### config.mk
export PLATFORM = sky130hd
export DESIGN_NAME = lvdic_top
export DESIGN_NICKNAME = d
export VERILOG_FILES = /design/src/rtl/lvdic_pkg.sv /design/src/rtl/lvdic_edge_det.sv /design/src/rtl/lvdic_top.sv
export SDC_FILE = /design/constraint.sdc
export NUM_CORES = 1
export LEC_CHECK = 0
export BUFFER_PORTS_ARGS = -buffer_cell sky130_fd_sc_hd__buf_2
export CAP_MARGIN = 5
export CORE_MARGIN = 3
export CORE_UTILIZATION = 52
export CTS_CLUSTER_SIZE = 12
export DETAILED_ROUTE_END_ITERATION = 6
export PLACE_DENSITY = 0.8
export SLEW_MARGIN = 20
export SYNTH_ARGS = -nofsm -noshare
export SYNTH_HDL_FRONTEND = slang
export SYNTH_SLANG_ARGS = --single-unit
### constraint.sdc
create_clock -name ref_clk -period 3.6 [get_ports ref_clk]
set_input_delay 0.36 -clock ref_clk [delete_from_list [all_inputs] [get_ports ref_clk]]
set_output_delay 0.36 -clock ref_clk [all_outputs]
set_load 0.02 [all_outputs]
### src/rtl/lvdic_pkg.sv
// Package holding the register map, field positions and constants of the detector and interrupt block.
package lvdic_pkg;
  localparam logic [7:0] LVDIC_OFF_LVD_CTRL  = 8'h00;
  localparam logic [7:0] LVDIC_OFF_EDGE_SEL  = 8'h04;
  localparam logic [7:0] LVDIC_OFF_PRI_CTL0  = 8'h08;
  localparam logic [7:0] LVDIC_OFF_PRI_CTL1  = 8'h0c;
  localparam logic [7:0] LVDIC_OFF_PRI_CTL2  = 8'h10;
  localparam logic [7:0] LVDIC_OFF_GRP0      = 8'h14;
  localparam logic [7:0] LVDIC_OFF_GRP1      = 8'h18;
  localparam logic [7:0] LVDIC_OFF_GRP2      = 8'h1c;
  localparam logic [7:0] LVDIC_OFF_SYS_STAT  = 8'h20;
  localparam logic [7:0] LVDIC_RST_BYTE      = 8'h00;
  // Detector control field positions.
  localparam int LVDIC_BIT_LOW_FLAG  = 5;
  localparam int LVDIC_BIT_DET_EN    = 4;
  localparam int LVDIC_BIT_REF_EN    = 3;
  // Register write masks; unimplemented bits stay zero.
  localparam logic [7:0] LVDIC_MASK_LVD_CTRL = 8'h1f;
  localparam logic [7:0] LVDIC_MASK_EDGE_SEL = 8'h0f;
  localparam logic [7:0] LVDIC_MASK_PRI_CTL0 = 8'h7f;
  localparam logic [7:0] LVDIC_MASK_PRI_CTL2 = 8'h33;
  localparam logic [7:0] LVDIC_MASK_GRP_HALF = 8'h33;
  localparam logic [7:0] LVDIC_MASK_GRP_FULL = 8'hff;
  // Qualifying delay: time the low flag must stay high before the request.
  localparam int LVDIC_CLK_MHZ       = 25;
  localparam int LVDIC_QUAL_US       = 1;
  localparam int LVDIC_QUAL_CYCLES   = LVDIC_QUAL_US * LVDIC_CLK_MHZ;
  localparam logic [1:0] LVDIC_EDGE_OFF  = 2'h0;
  localparam logic [1:0] LVDIC_EDGE_RISE = 2'h1;
  localparam logic [1:0] LVDIC_EDGE_FALL = 2'h2;
  localparam logic [1:0] LVDIC_EDGE_BOTH = 2'h3;
  typedef enum logic [2:0] {
    LVDIC_Q_IDLE = 3'b001,
    LVDIC_Q_WAIT = 3'b010,
    LVDIC_Q_DONE = 3'b100
  } lvdic_qual_t;
endpackage

### src/rtl/lvdic_edge_det.sv
// Synchroniser and selectable edge detector for one external request pin.
`timescale 1ns/1ps
module lvdic_edge_det
  import lvdic_pkg::*;
(
  input  wire logic       ref_clk,
  input  wire logic       rst,
  input  wire logic       pin,
  input  wire logic [1:0] edge_sel,
  output logic            hit
);
  typedef struct packed {
    logic s1;
    logic s2;
    logic s3;
  } lvdic_edge_st_t;
  lvdic_edge_st_t st_reg, st_next;

  always_comb begin
    st_next    = st_reg;
    st_next.s1 = pin;
    st_next.s2 = st_reg.s1;
    st_next.s3 = st_reg.s2;
  end

  always_ff @(posedge ref_clk or posedge rst) begin
    if (rst) begin
      st_reg <= '0;
    end else begin
      st_reg <= st_next;
    end
  end

  // Edge decode reads only the second and third stages of the chain.
  always_comb begin
    case (edge_sel)
      LVDIC_EDGE_RISE: hit = st_reg.s2 & ~st_reg.s3; // see [RL16]
      LVDIC_EDGE_FALL: hit = ~st_reg.s2 & st_reg.s3; // see [RL16]
      LVDIC_EDGE_BOTH: hit = st_reg.s2 ^ st_reg.s3; // see [RL16]
      default:         hit = 1'b0;
    endcase
  end
endmodule // lvdic_edge_det

### src/rtl/lvdic_top.sv
// Low-voltage detector control with interrupt enable and request flag registers.
// Operation
// [RL1] Detector control bits seven, six read zero.
// [RL2] Bit five reads supply-below-threshold comparator result.
// [RL3] Bit four enables detector; resets to zero.
// [RL4] Reference on if bit three, detector or reset.
// [RL5] Three-bit threshold selects one of eight levels.
// [RL6] Sleep holds detector disabled regardless of enable.
// [RL7] Software waits stabilisation before trusting flag.
// [RL8] Request set only after flag stays high.
// [RL9] Qualified low condition sets detector request flag.
// [RL10] New detector request wakes core from idle.
// [RL11] Detector request merged into shared group.
// [RL12] Some sources own vector; others share group.
// [RL13] Hardware sets flags; software writes enables.
// [RL14] Second periodic timer bits only when configured.
// [RL15] Two pins plus internal sources raise requests.
// [RL16] Edge field: off, rising, falling, both.
// [RL17] Taken needs flag, enable, global, group enable.
// [RL18] Group flag set by enabled pending sub-source.
//
// Local design decisions: the AHB-Lite slave port and the address map.
`timescale 1ns/1ps
module lvdic_top
  import lvdic_pkg::*;
#(
  parameter int QUAL_CYCLES   = LVDIC_QUAL_CYCLES,
  parameter bit TWO_PER_TIMER = 1'b1
) (
  input  wire logic        ref_clk,
  input  wire logic        rst,
  input  wire logic [31:0] haddr,
  input  wire logic [1:0]  htrans,
  input  wire logic        hwrite,
  input  wire logic [2:0]  hsize,
  input  wire logic [31:0] hwdata,
  input  wire logic        hsel,
  input  wire logic        hready,
  output logic [31:0]      hrdata,
  output logic             hreadyout,
  output logic             hresp,
  input  wire logic        supply_below_cmp,
  input  wire logic        sleep_mode,
  input  wire logic        idle_mode,
  input  wire logic        low_voltage_reset,
  input  wire logic        ext_pin_0,
  input  wire logic        ext_pin_1,
  input  wire logic        serial_if_event,
  input  wire logic        converter_event,
  input  wire logic [1:0]  timebase_event,
  input  wire logic [1:0]  std_timer_event,
  input  wire logic [3:0]  periodic_timer_event,
  input  wire logic        nvm_event,
  output logic             detector_power,
  output logic             reference_power,
  output logic [2:0]       threshold_select,
  output logic             wake_idle,
  output logic [8:0]       int_pending
);
  localparam logic [7:0] GRP1_MASK = TWO_PER_TIMER ? LVDIC_MASK_GRP_FULL : LVDIC_MASK_GRP_HALF;

  typedef struct packed {
    logic [7:0]  lvd_ctrl;
    logic [7:0]  edge_sel;
    logic [7:0]  pri0;
    logic [7:0]  pri1;
    logic [7:0]  pri2;
    logic [7:0]  grp0;
    logic [7:0]  grp1;
    logic [7:0]  grp2;
    logic        cmp_s1;
    logic        cmp_s2;
    lvdic_qual_t qual;
    logic [15:0] qcnt;
    logic        wr_pend;
    logic [7:0]  addr;
    logic [31:0] rdata;
    logic        det_pwr;
    logic        ref_pwr;
    logic [2:0]  thr;
    logic        wake;
    logic [8:0]  pend;
  } lvdic_st_t;
  lvdic_st_t st_reg, st_next;

  logic [1:0] pin_hit;
  logic       det_on;
  logic       low_flag;
  logic       qual_hit;
  logic       addr_ok;
  logic [7:0] set0, set1, set2, setg0, setg1, setg2;
  logic [7:0] wb;

  lvdic_edge_det u_pin0 (
    .ref_clk  (ref_clk),
    .rst      (rst),
    .pin      (ext_pin_0),
    .edge_sel (st_reg.edge_sel[1:0]),
    .hit      (pin_hit[0])
  );
  lvdic_edge_det u_pin1 (
    .ref_clk  (ref_clk),
    .rst      (rst),
    .pin      (ext_pin_1),
    .edge_sel (st_reg.edge_sel[3:2]),
    .hit      (pin_hit[1])
  );

  ////////////////////////////////////////////////////////////////////////////////
  // Hardware set terms, one vector per register.
  always_comb begin
    det_on   = st_reg.lvd_ctrl[LVDIC_BIT_DET_EN] & ~sleep_mode; // see [RL6]
    low_flag = det_on & st_reg.cmp_s2; // see [RL2]
    // The flag must still be high in the last counted cycle as well.
    qual_hit = low_flag && (st_reg.qual == LVDIC_Q_WAIT) &&
               (st_reg.qcnt >= 16'(QUAL_CYCLES - 1));
    set0  = {1'b0, serial_if_event, pin_hit[1], pin_hit[0], 4'h0}; // see [RL15]
    setg0 = {2'b00, std_timer_event[1], std_timer_event[0], 4'h0};
    setg1 = {periodic_timer_event[3:2] & {2{TWO_PER_TIMER}},
             periodic_timer_event[1:0], 4'h0}; // see [RL14]
    setg2 = {2'b00, nvm_event, qual_hit, 4'h0}; // see [RL9] [RL11]
    // Group flag rises when any enabled sub-source is pending.
    set1  = {converter_event,
             |(st_reg.grp1[7:4] & st_reg.grp1[3:0]),
             |(st_reg.grp0[7:4] & st_reg.grp0[3:0]),
             |(st_reg.grp2[7:4] & st_reg.grp2[3:0]), 4'h0}; // see [RL18]
    set2  = {2'b00, timebase_event, 4'h0};
  end

  ////////////////////////////////////////////////////////////////////////////////
  // Next state: bus slave, qualifier, flags, outputs.
  always_comb begin
    st_next = st_reg;
    addr_ok = 1'b1;
    wb      = hwdata[7:0];
    st_next.cmp_s1 = supply_below_cmp;
    st_next.cmp_s2 = st_reg.cmp_s1;

    // The qualifier restarts whenever the flag drops, so glitches near the
    // trip level never reach the request flag.
    case (st_reg.qual)
      LVDIC_Q_IDLE: begin
        st_next.qcnt = '0;
        if (low_flag) begin
          st_next.qual = LVDIC_Q_WAIT;
        end
      end
      LVDIC_Q_WAIT: begin
        if (!low_flag) begin
          st_next.qual = LVDIC_Q_IDLE;
        end else if (qual_hit) begin
          st_next.qual = LVDIC_Q_DONE; // see [RL8]
        end else begin
          st_next.qcnt = st_reg.qcnt + 16'h0001;
        end
      end
      LVDIC_Q_DONE: begin
        if (!low_flag) begin
          st_next.qual = LVDIC_Q_IDLE;
        end
      end
      default: st_next.qual = LVDIC_Q_IDLE;
    endcase

    // Data phase of a write, then hardware sets win over software clears.
    if (st_reg.wr_pend) begin
      case (st_reg.addr)
        LVDIC_OFF_LVD_CTRL: st_next.lvd_ctrl = wb & LVDIC_MASK_LVD_CTRL; // see [RL1] [RL3] [RL5]
        LVDIC_OFF_EDGE_SEL: st_next.edge_sel = wb & LVDIC_MASK_EDGE_SEL;
        LVDIC_OFF_PRI_CTL0: st_next.pri0 = wb & LVDIC_MASK_PRI_CTL0; // see [RL13]
        LVDIC_OFF_PRI_CTL1: st_next.pri1 = wb;
        LVDIC_OFF_PRI_CTL2: st_next.pri2 = wb & LVDIC_MASK_PRI_CTL2;
        LVDIC_OFF_GRP0:     st_next.grp0 = wb & LVDIC_MASK_GRP_HALF;
        LVDIC_OFF_GRP1:     st_next.grp1 = wb & GRP1_MASK; // see [RL14]
        LVDIC_OFF_GRP2:     st_next.grp2 = wb & LVDIC_MASK_GRP_HALF;
        default:            addr_ok = 1'b0;
      endcase
    end
    st_next.pri0 = st_next.pri0 | set0; // see [RL13]
    st_next.pri1 = st_next.pri1 | set1;
    st_next.pri2 = st_next.pri2 | set2;
    st_next.grp0 = st_next.grp0 | setg0;
    st_next.grp1 = st_next.grp1 | (setg1 & GRP1_MASK);
    st_next.grp2 = st_next.grp2 | setg2;

    // Address phase capture; a single cycle answer keeps hreadyout high.
    st_next.wr_pend = hsel & hready & htrans[1] & hwrite;
    if (hsel & hready & htrans[1]) begin
      st_next.addr = {haddr[7:2], 2'b00};
    end
    if (hsel & hready & htrans[1] & ~hwrite) begin
      case ({haddr[7:2], 2'b00})
        LVDIC_OFF_LVD_CTRL: st_next.rdata = {24'h0, 2'b00, low_flag,
                                             st_reg.lvd_ctrl[4:0]}; // see [RL1] [RL2]
        LVDIC_OFF_EDGE_SEL: st_next.rdata = {24'h0, st_reg.edge_sel};
        LVDIC_OFF_PRI_CTL0: st_next.rdata = {24'h0, st_reg.pri0};
        LVDIC_OFF_PRI_CTL1: st_next.rdata = {24'h0, st_reg.pri1};
        LVDIC_OFF_PRI_CTL2: st_next.rdata = {24'h0, st_reg.pri2};
        LVDIC_OFF_GRP0:     st_next.rdata = {24'h0, st_reg.grp0};
        LVDIC_OFF_GRP1:     st_next.rdata = {24'h0, st_reg.grp1};
        LVDIC_OFF_GRP2:     st_next.rdata = {24'h0, st_reg.grp2};
        LVDIC_OFF_SYS_STAT: st_next.rdata = {29'h0, st_reg.qual};
        default:            st_next.rdata = 32'h0;
      endcase
    end

    st_next.det_pwr = det_on;
    st_next.ref_pwr = st_reg.lvd_ctrl[LVDIC_BIT_REF_EN] | det_on | low_voltage_reset; // see [RL4]
    st_next.thr     = st_reg.lvd_ctrl[2:0]; // see [RL5]
    // Only a freshly set detector request wakes the core; a flag already high
    // before idle suppresses the wake.
    st_next.wake = idle_mode & setg2[4] & ~st_reg.grp2[4]; // see [RL10]
    // Vector order: pin0, pin1, serial, group0, group1, group2, converter,
    // timebase0, timebase1. Groups share the common vector path.
    st_next.pend[0] = st_reg.pri0[0] & st_reg.pri0[4] & st_reg.pri0[1]; // see [RL17] [RL12]
    st_next.pend[1] = st_reg.pri0[0] & st_reg.pri0[5] & st_reg.pri0[2];
    st_next.pend[2] = st_reg.pri0[0] & st_reg.pri0[6] & st_reg.pri0[3];
    st_next.pend[3] = st_reg.pri0[0] & st_reg.pri1[5] & st_reg.pri1[1]; // see [RL17]
    st_next.pend[4] = st_reg.pri0[0] & st_reg.pri1[6] & st_reg.pri1[2];
    st_next.pend[5] = st_reg.pri0[0] & st_reg.pri1[4] & st_reg.pri1[0]; // see [RL11]
    st_next.pend[6] = st_reg.pri0[0] & st_reg.pri1[7] & st_reg.pri1[3];
    st_next.pend[7] = st_reg.pri0[0] & st_reg.pri2[4] & st_reg.pri2[0];
    st_next.pend[8] = st_reg.pri0[0] & st_reg.pri2[5] & st_reg.pri2[1];
  end

  always_ff @(posedge ref_clk or posedge rst) begin
    if (rst) begin
      st_reg      <= '0;
      st_reg.qual <= LVDIC_Q_IDLE;
    end else begin
      st_reg <= st_next;
    end
  end

  always_comb begin
    hrdata          = st_reg.rdata;
    hreadyout       = 1'b1;
    hresp           = 1'b0;
    detector_power  = st_reg.det_pwr;
    reference_power = st_reg.ref_pwr;
    threshold_select = st_reg.thr;
    wake_idle       = st_reg.wake;
    int_pending     = st_reg.pend;
  end

  ////////////////////////////////////////////////////////////////////////////////
  // Checks.
  logic unused_ok;
  assign unused_ok = addr_ok | (|hsize);

  property qual_wait_p;
    @(posedge ref_clk) disable iff (rst)
      $rose(st_reg.grp2[4]) && !$past(st_reg.wr_pend) |-> $past(low_flag, 2);
  endproperty
  qual_delay_a: assert property (qual_wait_p) // see [RL8]
    else $error("detector request set without qualified low flag");
  low_flag_a: assert property (@(posedge ref_clk) disable iff (rst) // see [RL2]
    sleep_mode |-> !low_flag)
    else $error("low flag visible during sleep");
  det_sleep_a: assert property (@(posedge ref_clk) disable iff (rst) // see [RL6]
    sleep_mode |=> !detector_power)
    else $error("detector powered in sleep");
  ref_power_a: assert property (@(posedge ref_clk) disable iff (rst) // see [RL4]
    detector_power |-> reference_power)
    else $error("reference off while detector on");
  rd_upper_a: assert property (@(posedge ref_clk) disable iff (rst) // see [RL1]
    $past(hsel & htrans[1] & ~hwrite) && $past(haddr[7:0]) == LVDIC_OFF_LVD_CTRL
    |-> hrdata[7:6] == 2'b00)
    else $error("unimplemented detector bits read nonzero");
  pend_gate_a: assert property (@(posedge ref_clk) disable iff (rst) // see [RL17]
    int_pending[5] |-> $past(st_reg.pri0[0] & st_reg.pri1[0] & st_reg.pri1[4]))
    else $error("group request taken without all enables");
  grp_set_a: assert property (@(posedge ref_clk) disable iff (rst) // see [RL18]
    |(st_reg.grp2[7:4] & st_reg.grp2[3:0]) |=> st_reg.pri1[4])
    else $error("group flag not set by pending sub-source");
  wake_a: assert property (@(posedge ref_clk) disable iff (rst) // see [RL10]
    wake_idle |-> $past(idle_mode) && !$past(st_reg.grp2[4]))
    else $error("wake without fresh detector request");
  thr_a: assert property (@(posedge ref_clk) disable iff (rst) // see [RL5]
    threshold_select == $past(st_reg.lvd_ctrl[2:0]))
    else $error("threshold output mismatch");
  grp1_hi_a: assert property (@(posedge ref_clk) disable iff (rst) // see [RL14]
    !TWO_PER_TIMER |-> st_reg.grp1[7:6] == 2'b00 && st_reg.grp1[3:2] == 2'b00)
    else $error("second timer bits set in small configuration");
  set_keep_a: assert property (@(posedge ref_clk) disable iff (rst) // see [RL13]
    pin_hit[0] |=> st_reg.pri0[4])
    else $error("pin request lost");
  // Every source pulse must leave its flag set one cycle later, even when
  // software writes the same register in that cycle.
  pin1_keep_a: assert property (@(posedge ref_clk) disable iff (rst) // see [RL15]
    pin_hit[1] |=> st_reg.pri0[5])
    else $error("second pin request lost");
  serial_keep_a: assert property (@(posedge ref_clk) disable iff (rst) // see [RL15]
    serial_if_event |=> st_reg.pri0[6])
    else $error("serial request lost");
  conv_keep_a: assert property (@(posedge ref_clk) disable iff (rst) // see [RL13]
    converter_event |=> st_reg.pri1[7])
    else $error("converter request lost");
  tbase_keep_a: assert property (@(posedge ref_clk) disable iff (rst) // see [RL13]
    timebase_event[0] |=> st_reg.pri2[4])
    else $error("time base request lost");
  nvm_keep_a: assert property (@(posedge ref_clk) disable iff (rst) // see [RL15]
    nvm_event |=> st_reg.grp2[5])
    else $error("memory request lost");

  // Qualifier and detector request.
  qual_state_a: assert property (@(posedge ref_clk) disable iff (rst) // see [RL8]
    $rose(st_reg.grp2[4]) && !$past(st_reg.wr_pend) |-> $past(st_reg.qual == LVDIC_Q_WAIT))
    else $error("detector request set outside the qualifying wait");
  qual_restart_a: assert property (@(posedge ref_clk) disable iff (rst) // see [RL8]
    !low_flag |=> st_reg.qual == LVDIC_Q_IDLE)
    else $error("qualifier kept running after the flag dropped");
  sleep_req_a: assert property (@(posedge ref_clk) disable iff (rst) // see [RL6]
    sleep_mode |-> !qual_hit)
    else $error("detector request qualified during sleep");
  flag_cmp_a: assert property (@(posedge ref_clk) disable iff (rst) // see [RL2]
    !st_reg.cmp_s2 |-> !low_flag)
    else $error("low flag without comparator result");
  wake_new_a: assert property (@(posedge ref_clk) disable iff (rst) // see [RL10]
    idle_mode && qual_hit && !st_reg.grp2[4] |=> wake_idle)
    else $error("fresh detector request did not wake");

  // Control register, power outputs, taken requests and group flags.
  ctrl_upper_a: assert property (@(posedge ref_clk) disable iff (rst) // see [RL1]
    st_reg.lvd_ctrl[7:5] == 3'b000)
    else $error("unimplemented detector bits stored");
  det_enable_a: assert property (@(posedge ref_clk) disable iff (rst) // see [RL3]
    detector_power |-> $past(st_reg.lvd_ctrl[LVDIC_BIT_DET_EN]))
    else $error("detector powered while disabled");
  ref_enable_a: assert property (@(posedge ref_clk) disable iff (rst) // see [RL4]
    $past(st_reg.lvd_ctrl[LVDIC_BIT_REF_EN] | low_voltage_reset) |-> reference_power)
    else $error("reference off while requested");
  pend_global_a: assert property (@(posedge ref_clk) disable iff (rst) // see [RL17]
    (|int_pending) |-> $past(st_reg.pri0[0]))
    else $error("request taken with global enable off");
  grp0_set_a: assert property (@(posedge ref_clk) disable iff (rst) // see [RL18]
    |(st_reg.grp0[7:4] & st_reg.grp0[3:0]) |=> st_reg.pri1[5])
    else $error("group 0 flag not set by pending sub-source");
  grp1_set_a: assert property (@(posedge ref_clk) disable iff (rst) // see [RL18]
    |(st_reg.grp1[7:4] & st_reg.grp1[3:0]) |=> st_reg.pri1[6])
    else $error("group 1 flag not set by pending sub-source");
  cov_grp0_c: cover property (@(posedge ref_clk) disable iff (rst) int_pending[3]);
  cov_qual_c: cover property (@(posedge ref_clk) disable iff (rst) $rose(st_reg.grp2[4]));
  cov_wake_c: cover property (@(posedge ref_clk) disable iff (rst) wake_idle);
  cov_pin_c: cover property (@(posedge ref_clk) disable iff (rst) int_pending[0]);
  cov_grp_c: cover property (@(posedge ref_clk) disable iff (rst) int_pending[5]);
endmodule // lvdic_top

==> metrics.txt, run 1 <==
# TYPE chip_impl_metric gauge
chip_impl_metric{name="gp_congestion",unit=""} 0.856
chip_impl_metric{name="clk_path_buf_depth",unit=""} 2
chip_impl_info{name="synth_ff_type",value="sky130_fd_sc_hd__dfrtp_1"} 1
chip_impl_metric{name="area.growth.synth_to_final",unit="%"} 6.65
chip_impl_metric{name="placed_cell_area",unit="µm²"} 4890
chip_impl_info{name="cpLargestDelayFamily",value="simple AND/OR/NAND/NOR gates"} 1
chip_impl_metric{name="clock-sinks",unit=""} 101
chip_impl_metric{name="final_critical_period",unit="ns"} 1.95
chip_impl_metric{name="initial_utilization",unit=""} 0.540
chip_impl_metric{name="timing.final.max_slew_violations",unit=""} 0
chip_impl_info{name="leading_area_contributor_after_synthesis",value="sky130_fd_sc_hd__dfrtp_1"} 1
chip_impl_metric{name="worstPathMaxFanout",unit=""} 9
chip_impl_metric{name="power.ir.vdd_worst",unit="mV"} 0.261
chip_impl_metric{name="fmax",unit="GHz"} 0.514
chip_impl_metric{name="layoutNonFillerInstCount",unit=""} 565
chip_impl_metric{name="first_pass_iters",unit=""} 5
chip_impl_metric{name="route.detailed.drc",unit=""} 0
chip_impl_info{name="clock_tree.root_cell",value="sky130_fd_sc_hd__clkbuf_8"} 1
chip_impl_metric{name="worst_slack",unit="ns"} 1.65
chip_impl_metric{name="slowest_stage_delay_on_critical_path",unit="ns"} 0.61
chip_impl_metric{name="clock_tree.htree_level_count",unit=""} 3
chip_impl_metric{name="i_o_pins",unit=""} 140
chip_impl_metric{name="clock_latency_at_the_later_pin_of_the_worst_skew_pair",unit="ns"} 0.37
chip_impl_metric{name="dp_hpwl",unit="µm"} 7040
chip_impl_metric{name="power.share.combinational",unit=""} 0.130
chip_impl_metric{name="die-width",unit="µm"} 102
chip_impl_metric{name="number_of_standard_cells_after_synthesis",unit=""} 415
chip_impl_metric{name="hold_violations",unit=""} 0
chip_impl_metric{name="drive_gt1_frac",unit=""} 0.256
chip_impl_metric{name="pre_cts_ws",unit="ns"} 1.37
chip_impl_metric{name="detailroute.via_count",unit=""} 3198
chip_impl_metric{name="synth_top_area_share",unit=""} 0.526
chip_impl_metric{name="final_worst_path_cycle_share",unit=""} 0.540
chip_impl_metric{name="timing.critical_path.required",unit="ns"} 3.86
chip_impl_metric{name="p_switching",unit="W"} 0.000655
chip_impl_info{name="crit_path_cell_trace",value="nor4_1 -> nand2_1 -> mux2_2"} 1
chip_impl_metric{name="worst-slew-pin-transition",unit="ns"} 0.863
chip_impl_metric{name="seq_area_frac_synth",unit=""} 0.531
chip_impl_metric{name="largest_register_ff_count",unit=""} 68
chip_impl_metric{name="post_syn_area",unit="µm²"} 4760
chip_impl_info{name="clock_tree_from_tritoncts",value="built"} 1
chip_impl_metric{name="grt_max_degree",unit=""} 92
chip_impl_metric{name="cts_made_buffers",unit=""} 9
chip_impl_metric{name="count_of_buffers_added_by_post_cts_timing_repair_for_setup",unit=""} 0
chip_impl_metric{name="port_buffers",unit=""} 59
chip_impl_metric{name="cts_resized",unit=""} 0
chip_impl_info{name="synthTopCellsByArea",value="sky130_fd_sc_hd__dfrtp_1, sky130_fd_sc_hd__mux2_2, sky130_fd_sc_hd__buf_4"} 1
chip_impl_metric{name="clkTransAtPathRegs",unit="ns"} 0.10
chip_impl_metric{name="pwr-share-clk",unit=""} 0.298
chip_impl_metric{name="ys_seq_elements",unit=""} 101
chip_impl_metric{name="p_int",unit="W"} 0.00158
chip_impl_metric{name="antenna_cells_inserted",unit=""} 0
chip_impl_metric{name="cp.arrival",unit="ns"} 2.20
chip_impl_metric{name="floorplan.die_area",unit="µm²"} 10300
chip_impl_metric{name="antenna_left",unit=""} 0
chip_impl_info{name="critPathKind",value="reg2reg"} 1
chip_impl_metric{name="detail_route.vias_per_cell",unit=""} 5.66
chip_impl_metric{name="hold_slack_final",unit="ns"} 0.0854
chip_impl_metric{name="setup_violations",unit=""} 0
chip_impl_metric{name="fin_skew",unit="ns"} 0.0114
chip_impl_metric{name="grt_first_pass_wirelength",unit="µm"} 15900
chip_impl_metric{name="synth.lib_cells_used.distinct",unit=""} 52
chip_impl_info{name="worst_path_max_delay_cell",value="sky130_fd_sc_hd__nor4_1"} 1
chip_impl_metric{name="num_rows",unit=""} 34
chip_impl_metric{name="grt_pass1_vias",unit=""} 3153
chip_impl_metric{name="wl",unit="µm"} 9810
chip_impl_metric{name="place.detailed.instances",unit=""} 549
chip_impl_metric{name="fin_area",unit="µm²"} 5070
chip_impl_metric{name="totalNegativeSetupSlack",unit="ns"} 0
chip_impl_metric{name="postCtsHoldBufs",unit=""} 0
chip_impl_metric{name="critical_path.n_buffers_inverters",unit=""} 0
chip_impl_metric{name="timing.slew.headroom",unit=""} 0.423
chip_impl_metric{name="detail_route.wl_per_cell",unit="µm"} 17.4
chip_impl_metric{name="setup_slack_reg_to_reg",unit="ns"} 1.65
chip_impl_metric{name="synthArstFlopShare",unit=""} 1.00
chip_impl_metric{name="leakage",unit="nW"} 2.38
chip_impl_info{name="worstHoldPathType",value="in2reg"} 1
chip_impl_metric{name="gr-usage-all-layers",unit=""} 0.199
chip_impl_metric{name="share_seq_of_total_power",unit=""} 0.572
chip_impl_metric{name="core-area",unit="µm²"} 8810
chip_impl_metric{name="final_nets",unit=""} 549
chip_impl_metric{name="netSwitchingFraction",unit=""} 0.293
chip_impl_metric{name="number_of_warnings_issued_by_yosys",unit=""} 0
chip_impl_metric{name="synth_enable_flop_cells",unit=""} 0
chip_impl_info{name="grt_setup_unrepaired",value="false"} 1
chip_impl_metric{name="synth_area_per_cell",unit="µm²"} 11.5
chip_impl_metric{name="die_y",unit="µm"} 102
chip_impl_info{name="setup.worst_path.start_class",value="flop"} 1
chip_impl_metric{name="grt_overflow",unit=""} 0
chip_impl_metric{name="initial_antenna_violation_count",unit=""} 0
chip_impl_info{name="worst_setup_path_end_kind",value="flop"} 1
chip_impl_metric{name="power_per_cell_area",unit="nW/µm²"} 441
chip_impl_info{name="outcome",value="complete, no violations"} 1
chip_impl_metric{name="detailedRoute.firstIterationViolations",unit=""} 235
chip_impl_metric{name="max_cap_viol_count",unit=""} 0
[metrics by stage]
stage / util / power [W]
after floorplan: - / 0.00154
after global placement: 0.555 / 0.00158
after CTS: 0.576 / 0.00225
after detailed placement: 0.555 / 0.00159
final: 0.576 / 0.00224
after global routing: 0.576 / 0.00234
[power by group through the flow]
| stage | combinational (W) | sequential [W] | clock (W) |
|---|---|---|---|
| detailed placement | 0.000292 | 0.00130 | 0 |
| finish | 0.000292 | 0.00128 | 0.000667 |
| CTS | 0.000293 | 0.00128 | 0.000682 |
| global route | 0.000322 | 0.00129 | 0.000732 |
| floorplan | 0.000258 | 0.00128 | 0 |
| global placement | 0.000285 | 0.00129 | 0 |
[cell type report]
type / count / area (µm²)
Clock inverter: 7 / 60.1
Tap cell: 108 / 135
Sequential cell: 101 / 2530
Clock buffer: 9 / 124
Fill cell: 712 / 3730
Inverter: 18 / 72.6
Timing Repair Buffer: 61 / 310
Multi-Input combinational cell: 261 / 1840
[kinds of logic (layout without fill, tap and decap cells)]
| group | count (synthesis) | count (layout) | synth area share |
|---|---|---|---|
| AO/OA/AOI/OAI | 68 | 68 | 0.106 |
| XOR/XNOR | 1 | 1 | 0.00184 |
| adder cells (fa/ha/maj) | 6 | 6 | 0.0158 |
| buffers and inverters | 77 | 95 | 0.0999 |
| flip-flops | 101 | 101 | 0.531 |
| multiplexers | 47 | 47 | 0.112 |
| other | 2 | 26 | 0.00158 |
| AND/OR/NAND/NOR | 113 | 113 | 0.131 |
[final timing paths]
kind / from / endpoint / depth (start not counted)
max: st_reg[54]$_DFFE_PP0P_ / st_reg[120]$_DFFE_PP0P_ / 3
min: ext_pin_0 / u_pin0.st_next[1]$_DFF_PP0_ / 1
max reg2reg: st_reg[54]$_DFFE_PP0P_ / st_reg[120]$_DFFE_PP0P_ / 3
min reg2reg: u_pin1.st_next[1]$_DFF_PP0_ / u_pin1.st_next[0]$_DFF_PP0_ / 0
max in group asynchronous: rst / wake_idle$_DFF_PP0_ / 3
min in group asynchronous: rst / st_reg[69]$_DFFE_PP0P_ / 2
[synth_stat cells (all sizes together) (4+ instances only)]
master and number:
a22oi 8, o2bb2ai 5, nor4 5, dfrtp 100, mux2 31, buf 52, mux2i 14, nand2 30
nor3 4, nand3b 4, inv 18, nand3 6, o21ai 8, a211o 10, ha 6, clkbuf 7
and3 10, a21oi 9, o211ai 5, nor2 19, o31ai 5, nor2b 15
[cell usage in the layout, fill, tap and decap left out, types with 3 or more instances in the layout]
| cell | count |
|---|---|
| sky130_fd_sc_hd__dfrtp_1 | 100 |
| sky130_fd_sc_hd__buf_2 | 59 |
| sky130_fd_sc_hd__mux2_2 | 31 |
| sky130_fd_sc_hd__nand2_1 | 30 |
| sky130_fd_sc_hd__conb_1 | 26 |
| sky130_fd_sc_hd__nor2_1 | 19 |
| sky130_fd_sc_hd__inv_1 | 17 |
| sky130_fd_sc_hd__nor2b_1 | 15 |
| sky130_fd_sc_hd__mux2i_1 | 14 |
| sky130_fd_sc_hd__a211o_1 | 10 |
| sky130_fd_sc_hd__and3_1 | 10 |
| sky130_fd_sc_hd__a21oi_1 | 9 |
| sky130_fd_sc_hd__clkbuf_8 | 9 |
| sky130_fd_sc_hd__a22oi_1 | 8 |
| sky130_fd_sc_hd__o21ai_0 | 8 |
| sky130_fd_sc_hd__nand3_1 | 6 |
| sky130_fd_sc_hd__ha_1 | 6 |
| sky130_fd_sc_hd__o31ai_1 | 5 |
| sky130_fd_sc_hd__o211ai_1 | 5 |
| sky130_fd_sc_hd__o2bb2ai_1 | 5 |
| sky130_fd_sc_hd__clkinv_4 | 5 |
| sky130_fd_sc_hd__nor3_1 | 4 |
| sky130_fd_sc_hd__nand3b_1 | 4 |
| sky130_fd_sc_hd__nor4_1 | 3 |
| sky130_fd_sc_hd__nand4_1 | 3 |
| sky130_fd_sc_hd__o2111ai_1 | 3 |
| sky130_fd_sc_hd__o32ai_1 | 3 |
[metal layers]
metal,share of wire,GRT usage
met5,0,0
met4,0.020,0.0757
met3,0.060,0.0386
met2,0.49,0.325
met1,0.43,0.265
(Power assumes the default switching activity.)
==> run 2, diff against run 1 <==
- clock period: 3.6 -> 1.95 ns (I/O delays scaled with it)
==> run 2 against run 1 <==
Effect of this change:
- cell area up 1.8%
- register-to-register slack worse by 1.5 ns
- sequential share of layout area down 0.89 points
- critical endpoint is now st_reg[116]$_DFF_PP0_
- highest routed layer unchanged
==> metrics.txt, run 2 (same netlist as run 1, synthesis figures left out) <==
# TYPE chip_impl_metric gauge
chip_impl_info{name="outcome",value="complete, no violations"} 1
chip_impl_metric{name="pwr-share-clk",unit=""} 0.296
chip_impl_metric{name="clock_tree.htree_level_count",unit=""} 3
chip_impl_metric{name="clock-sinks",unit=""} 101
chip_impl_metric{name="floorplan.die_area",unit="µm²"} 10300
chip_impl_metric{name="final_critical_period",unit="ns"} 1.81
chip_impl_metric{name="antenna_left",unit=""} 0
chip_impl_metric{name="timing.critical_path.required",unit="ns"} 2.19
chip_impl_info{name="crit_path_cell_trace",value="nor4b_1 -> nand2_1 -> a211o_1"} 1
chip_impl_metric{name="die-width",unit="µm"} 102
chip_impl_info{name="critical_path.startpoint",value="st_reg[51]$_DFFE_PP0P_"} 1
chip_impl_metric{name="share_seq_of_total_power",unit=""} 0.569
chip_impl_info{name="final_common_cell",value="sky130_fd_sc_hd__dfrtp_1"} 1
chip_impl_metric{name="cts_made_buffers",unit=""} 9
chip_impl_metric{name="largest_register_ff_count",unit=""} 68
chip_impl_metric{name="final_util",unit=""} 0.587
chip_impl_metric{name="cts_resized",unit=""} 0
chip_impl_info{name="setup.worst_path.start_class",value="flop"} 1
chip_impl_metric{name="clkTransAtPathRegs",unit="ns"} 0.10
chip_impl_metric{name="timing.slew.headroom",unit=""} 0.633
chip_impl_metric{name="p_int",unit="W"} 0.00300
chip_impl_info{name="layout_common_cells",value="sky130_fd_sc_hd__dfrtp_1, sky130_fd_sc_hd__buf_2, sky130_fd_sc_hd__mux2_2"} 1
chip_impl_metric{name="i_o_pins",unit=""} 140
chip_impl_info{name="worst_r2r_startpoint",value="st_reg[51]$_DFFE_PP0P_"} 1
chip_impl_metric{name="initial_antenna_violation_count",unit=""} 0
chip_impl_metric{name="worstPathMaxFanout",unit=""} 11
chip_impl_metric{name="p_switching",unit="W"} 0.00116
chip_impl_metric{name="detail_route.wl_per_cell",unit="µm"} 17.1
chip_impl_metric{name="detailedRoute.firstIterationViolations",unit=""} 186
chip_impl_metric{name="dp_hpwl",unit="µm"} 7080
chip_impl_metric{name="hold_violations",unit=""} 0
chip_impl_info{name="grt_setup_unrepaired",value="false"} 1
chip_impl_metric{name="detail_route.vias_per_cell",unit=""} 5.58
chip_impl_metric{name="gp_congestion",unit=""} 0.909
chip_impl_info{name="worst_path_max_delay_cell",value="sky130_fd_sc_hd__dfrtp_1"} 1
chip_impl_metric{name="grt_pass1_vias",unit=""} 3145
chip_impl_metric{name="clk_path_buf_depth",unit=""} 2
chip_impl_metric{name="final_worst_path_cycle_share",unit=""} 0.929
chip_impl_info{name="min_delay_worst_endpoint",value="reference_power$_DFF_PP0_"} 1
chip_impl_metric{name="hold-path-cell-count",unit=""} 2
chip_impl_metric{name="worst-slew-pin-transition",unit="ns"} 0.550
chip_impl_metric{name="cp.arrival",unit="ns"} 2.05
chip_impl_metric{name="fin_skew",unit="ns"} 0.0115
chip_impl_info{name="clock_tree_from_tritoncts",value="built"} 1
chip_impl_metric{name="rr_worst_depth",unit=""} 3
chip_impl_metric{name="first_pass_iters",unit=""} 4
chip_impl_metric{name="setup_violations",unit=""} 0
chip_impl_metric{name="totalNegativeSetupSlack",unit="ns"} 0
chip_impl_metric{name="port_buffers",unit=""} 59
chip_impl_metric{name="route.detailed.drc",unit=""} 0
chip_impl_metric{name="antenna_cells_inserted",unit=""} 0
chip_impl_metric{name="grt_max_degree",unit=""} 102
chip_impl_info{name="end_of_the_worst_register_to_register_path",value="st_reg[116]$_DFF_PP0_"} 1
chip_impl_metric{name="fmax",unit="GHz"} 0.552
chip_impl_info{name="clock_tree.root_cell",value="sky130_fd_sc_hd__clkbuf_8"} 1
chip_impl_metric{name="setup_slack_reg_to_reg",unit="ns"} 0.14
chip_impl_metric{name="initial_utilization",unit=""} 0.540
chip_impl_info{name="critPathKind",value="reg2reg"} 1
chip_impl_info{name="worst_setup_path_end_kind",value="flop"} 1
chip_impl_info{name="hold_crit_start",value="low_voltage_reset"} 1
chip_impl_metric{name="power_per_cell_area",unit="nW/µm²"} 803
chip_impl_metric{name="clock_latency_at_the_later_pin_of_the_worst_skew_pair",unit="ns"} 0.36
chip_impl_metric{name="wl",unit="µm"} 9830
chip_impl_metric{name="postCtsHoldBufs",unit=""} 4
chip_impl_metric{name="final_nets",unit=""} 559
chip_impl_info{name="cpLargestDelayFamily",value="simple AND/OR/NAND/NOR gates"} 1
chip_impl_metric{name="die_y",unit="µm"} 102
chip_impl_metric{name="num_rows",unit=""} 34
chip_impl_metric{name="area.growth.synth_to_final",unit="%"} 8.60
chip_impl_metric{name="critical_path.n_buffers_inverters",unit=""} 0
chip_impl_metric{name="power.share.combinational",unit=""} 0.135
chip_impl_metric{name="netSwitchingFraction",unit=""} 0.278
chip_impl_metric{name="gr-usage-all-layers",unit=""} 0.199
chip_impl_metric{name="detailroute.via_count",unit=""} 3210
chip_impl_metric{name="drive_gt1_frac",unit=""} 0.259
chip_impl_metric{name="slowest_stage_delay_on_critical_path",unit="ns"} 0.47
chip_impl_metric{name="grt_overflow",unit=""} 0
chip_impl_metric{name="core-area",unit="µm²"} 8810
chip_impl_metric{name="max_cap_viol_count",unit=""} 0
chip_impl_metric{name="count_of_buffers_added_by_post_cts_timing_repair_for_setup",unit=""} 0
chip_impl_metric{name="grt_first_pass_wirelength",unit="µm"} 15800
chip_impl_metric{name="leakage",unit="nW"} 2.42
chip_impl_info{name="worstHoldPathType",value="in2reg"} 1
chip_impl_metric{name="power.ir.vdd_worst",unit="mV"} 0.404
chip_impl_metric{name="timing.final.max_slew_violations",unit=""} 0
-- run 2: per-stage QoR --
stage	area (µm²)	worst slack [ns]	cells	hold slack [ns]	total power, W
final	5170	0.138	575	0.0239	0.00415
after global routing	5170	0.0639	575	0.0192	0.00434
after CTS	5170	0.161	575	0.00973	0.00417
after detailed placement	4950	0.192	555	0.304	0.00295
after global placement	4950	0.293	555	0.303	0.00293
after floorplan	4850	0.385	439	0.226	0.00284
-- run 2: worst reg2reg max path: cells and delay by family, from the launching register on --
kind            cells  cell delay, ns
simple gates        2            0.81
flops               1            0.47
compound gates      1            0.41
-- run 2: cell type report --
| class | count | area, µm² |
|---|---|---|
| Timing Repair Buffer | 71 | 408 |
| Multi-Input combinational cell | 261 | 1840 |
| Inverter | 18 | 71.3 |
| Tap cell | 108 | 135 |
| Clock buffer | 13 | 159 |
| Clock inverter | 3 | 21.3 |
| Fill cell | 720 | 3640 |
| Sequential cell | 101 | 2530 |
-- run 2: routing by layer --
layer / GRT usage / routed length [µm]
met1: 0.264 / 4410
met2: 0.327 / 4820
met3: 0.0420 / 457
met4: 0.0603 / 139
met5: 0 / 0
-- run 2: how the worst max path moves through the flow --
stage                                   endpoint  slack (ns)  cells past startpoint
after detailed placement   st_reg[116]$_DFF_PP0_        0.19                      3
after global routing       st_reg[115]$_DFF_PP0_        0.06                      4
final                      st_reg[116]$_DFF_PP0_        0.14                      3
after floorplan           st_reg[59]$_DFFE_PP0P_        0.38                      4
after global placement     st_reg[116]$_DFF_PP0_        0.29                      3
after CTS                  st_reg[116]$_DFF_PP0_        0.16                      3
-- run 2: power by group through the flow --
stage               combinational, W  sequential (W)  clock [W]
floorplan                   0.000477         0.00236          0
finish                      0.000562         0.00236    0.00123
global placement            0.000542         0.00239          0
CTS                         0.000564         0.00236    0.00125
detailed placement          0.000555         0.00240          0
global route                0.000616         0.00238    0.00135
==> run 3, diff against run 2 <==
- MAX_ROUTING_LAYER: not set -> met4
- PLACE_DENSITY: 0.8 -> 0.88
==> run 3 against run 2 <==
Effect of this change:
- register-to-register slack better by 0.10 ns
- clock skew down 0.0022 ns
- hold slack worse by 0.0094 ns
- cell area up 0.80%
- largest power group unchanged
- global-route usage up 1.3 points
==> metrics.txt, run 3 (same netlist as run 1, synthesis figures left out) <==
# TYPE chip_impl_metric gauge
chip_impl_info{name="outcome",value="complete, no violations"} 1
chip_impl_metric{name="worst-slew-pin-transition",unit="ns"} 0.523
chip_impl_metric{name="detail_route.wl_per_cell",unit="µm"} 17.6
chip_impl_metric{name="design_power_total",unit="W"} 0.00442
chip_impl_metric{name="fin_area",unit="µm²"} 5210
chip_impl_info{name="worst_setup_path_end_kind",value="flop"} 1
chip_impl_info{name="crit_path_cell_trace",value="nor3_1 -> nand3_1 -> mux2_2"} 1
chip_impl_info{name="clock_tree_from_tritoncts",value="built"} 1
chip_impl_metric{name="cts_resized",unit=""} 0
chip_impl_info{name="worst_path_max_delay_cell",value="sky130_fd_sc_hd__dfrtp_1"} 1
chip_impl_metric{name="antenna_cells_inserted",unit=""} 0
chip_impl_metric{name="critical_path.n_buffers_inverters",unit=""} 0
chip_impl_metric{name="detailroute.via_count",unit=""} 3284
chip_impl_metric{name="antenna_left",unit=""} 0
chip_impl_metric{name="grt_max_degree",unit=""} 102
chip_impl_metric{name="layoutNonFillerInstCount",unit=""} 574
chip_impl_metric{name="core-area",unit="µm²"} 8810
chip_impl_metric{name="totalNegativeSetupSlack",unit="ns"} 0
chip_impl_metric{name="final.fill_count",unit=""} 698
chip_impl_metric{name="area.growth.synth_to_final",unit="%"} 9.47
chip_impl_info{name="clock_tree.root_cell",value="sky130_fd_sc_hd__clkbuf_8"} 1
chip_impl_metric{name="die-width",unit="µm"} 102
chip_impl_metric{name="final_nets",unit=""} 558
chip_impl_metric{name="gr-usage-all-layers",unit=""} 0.212
chip_impl_metric{name="detailedRoute.firstIterationViolations",unit=""} 255
chip_impl_metric{name="dp_hpwl",unit="µm"} 7160
chip_impl_metric{name="route.detailed.drc",unit=""} 0
chip_impl_metric{name="i_o_pins",unit=""} 140
chip_impl_metric{name="cp.arrival",unit="ns"} 1.95
chip_impl_info{name="grt_setup_unrepaired",value="false"} 1
chip_impl_info{name="layout_common_cells",value="sky130_fd_sc_hd__dfrtp_1, sky130_fd_sc_hd__buf_2, sky130_fd_sc_hd__mux2_2"} 1
chip_impl_metric{name="grt_pass1_vias",unit=""} 3207
chip_impl_metric{name="wl",unit="µm"} 10100
chip_impl_info{name="cpLargestDelayFamily",value="simple AND/OR/NAND/NOR gates"} 1
chip_impl_metric{name="cts_made_buffers",unit=""} 9
chip_impl_metric{name="timing.final.max_slew_violations",unit=""} 0
chip_impl_metric{name="seqCellArea",unit="µm²"} 2530
chip_impl_metric{name="clock_tree.htree_level_count",unit=""} 3
chip_impl_metric{name="floorplan.die_area",unit="µm²"} 10300
chip_impl_info{name="critPathKind",value="reg2reg"} 1
chip_impl_metric{name="multiInputGateArea",unit="µm²"} 1840
chip_impl_metric{name="initial_antenna_violation_count",unit=""} 0
chip_impl_metric{name="grt_first_pass_wirelength",unit="µm"} 16200
chip_impl_metric{name="setup_violations",unit=""} 0
chip_impl_metric{name="max_cap_viol_count",unit=""} 0
chip_impl_metric{name="slowest_stage_delay_on_critical_path",unit="ns"} 0.44
chip_impl_metric{name="die_y",unit="µm"} 102
chip_impl_metric{name="first_pass_iters",unit=""} 5
chip_impl_metric{name="clock_latency_at_the_later_pin_of_the_worst_skew_pair",unit="ns"} 0.36
chip_impl_metric{name="placed_cell_area",unit="µm²"} 4930
chip_impl_metric{name="final_worst_path_cycle_share",unit=""} 0.877
chip_impl_metric{name="place.detailed.instances",unit=""} 553
chip_impl_metric{name="initial_utilization",unit=""} 0.540
chip_impl_metric{name="fin_skew",unit="ns"} 0.00925
chip_impl_metric{name="worstPathMaxFanout",unit=""} 12
chip_impl_metric{name="detail_route.vias_per_cell",unit=""} 5.72
chip_impl_metric{name="final_critical_period",unit="ns"} 1.71
chip_impl_info{name="final_common_cell",value="sky130_fd_sc_hd__dfrtp_1"} 1
chip_impl_metric{name="power.ir.vdd_worst",unit="mV"} 0.337
chip_impl_metric{name="leakage",unit="nW"} 2.44
chip_impl_metric{name="largest_register_ff_count",unit=""} 68
chip_impl_metric{name="drive_gt1_frac",unit=""} 0.255
chip_impl_info{name="worstHoldPathType",value="in2reg"} 1
chip_impl_metric{name="power_per_cell_area",unit="nW/µm²"} 849
chip_impl_info{name="setup.worst_path.start_class",value="flop"} 1
chip_impl_metric{name="timing.slew.headroom",unit=""} 0.650
chip_impl_metric{name="hold_violations",unit=""} 0
chip_impl_metric{name="gp_congestion",unit=""} 0.907
chip_impl_metric{name="port_buffers",unit=""} 59
chip_impl_metric{name="grt_overflow",unit=""} 0
chip_impl_metric{name="timing.critical_path.required",unit="ns"} 2.19
chip_impl_metric{name="num_rows",unit=""} 34
chip_impl_metric{name="hold_slack_final",unit="ns"} 0.0145
chip_impl_metric{name="fmax",unit="GHz"} 0.584
chip_impl_metric{name="count_of_buffers_added_by_post_cts_timing_repair_for_setup",unit=""} 0
chip_impl_metric{name="clkTransAtPathRegs",unit="ns"} 0.09
chip_impl_metric{name="clock-sinks",unit=""} 101
chip_impl_metric{name="clk_path_buf_depth",unit=""} 2
## run 3: per-stage QoR
stage          utilization  setup slack (ns)
3_5_place_dp         0.560             0.241
2_1_floorplan            -             0.385
4_1_cts              0.590             0.228
5_1_grt              0.592            0.0650
6_report             0.592             0.239
3_3_place_gp         0.560             0.299
## run 3: final timing paths
kind / startpoint / end / cells after the start / slack, ns
max reg2reg: st_reg[54]$_DFFE_PP0P_ / st_reg[85]$_DFFE_PP0P_ / 3 / 0.24
min: periodic_timer_event[2] / st_reg[91]$_DFF_PP0_ / 2 / 0.01
min in group asynchronous: rst / st_reg[75]$_DFF_PP0_ / 4 / 0.50
max in group asynchronous: rst / st_reg[88]$_DFFE_PP0P_ / 4 / 1.04
min reg2reg: u_pin1.st_next[1]$_DFF_PP0_ / u_pin1.st_next[0]$_DFF_PP0_ / 0 / 0.35
max: st_reg[54]$_DFFE_PP0P_ / st_reg[85]$_DFFE_PP0P_ / 3 / 0.24
## run 3: layer usage
layer  wire (µm)  up-vias  GRT usage
met1        4400     1617      0.281
met2        4920      146      0.327
met4         240        0     0.0787
li1            -     1497          -
met3         551       24     0.0365
met5           0        -          -
## run 3: timing repair
item                                   in CTS  in global routing
endpoints found under the hold margin      36                  1
hold buffers                                4                  1
setup endpoints to repair                   0                  0
## run 3: final cells by class
cell class / count / share of cell area
tap: 108 / 0.0259
clock inverter: 3 / 0.0130
inverter: 18 / 0.0137
timing repair buffer: 70 / 0.0773
multi-input combinational: 261 / 0.354
sequential: 101 / 0.485
clock buffer: 13 / 0.0305
## run 3: where the power goes
part | leakage (nW) | internal (W) | total [W] | switching, W
Combinational | 1.13 | 0.000221 | 0.000565 | 0.000344
Clock | 0.110 | 0.000795 | 0.00149 | 0.000695
Sequential | 1.20 | 0.00224 | 0.00237 | 0.000128
Total | 2.44 | 0.00325 | 0.00442 | 0.00117
## run 3: worst reg2reg max path, stage by stage, from the launching register on
cell and delay (ns):
sky130_fd_sc_hd__dfrtp_1 0.44, sky130_fd_sc_hd__nor3_1 0.29, sky130_fd_sc_hd__nand3_1 0.43, sky130_fd_sc_hd__mux2_2 0.43
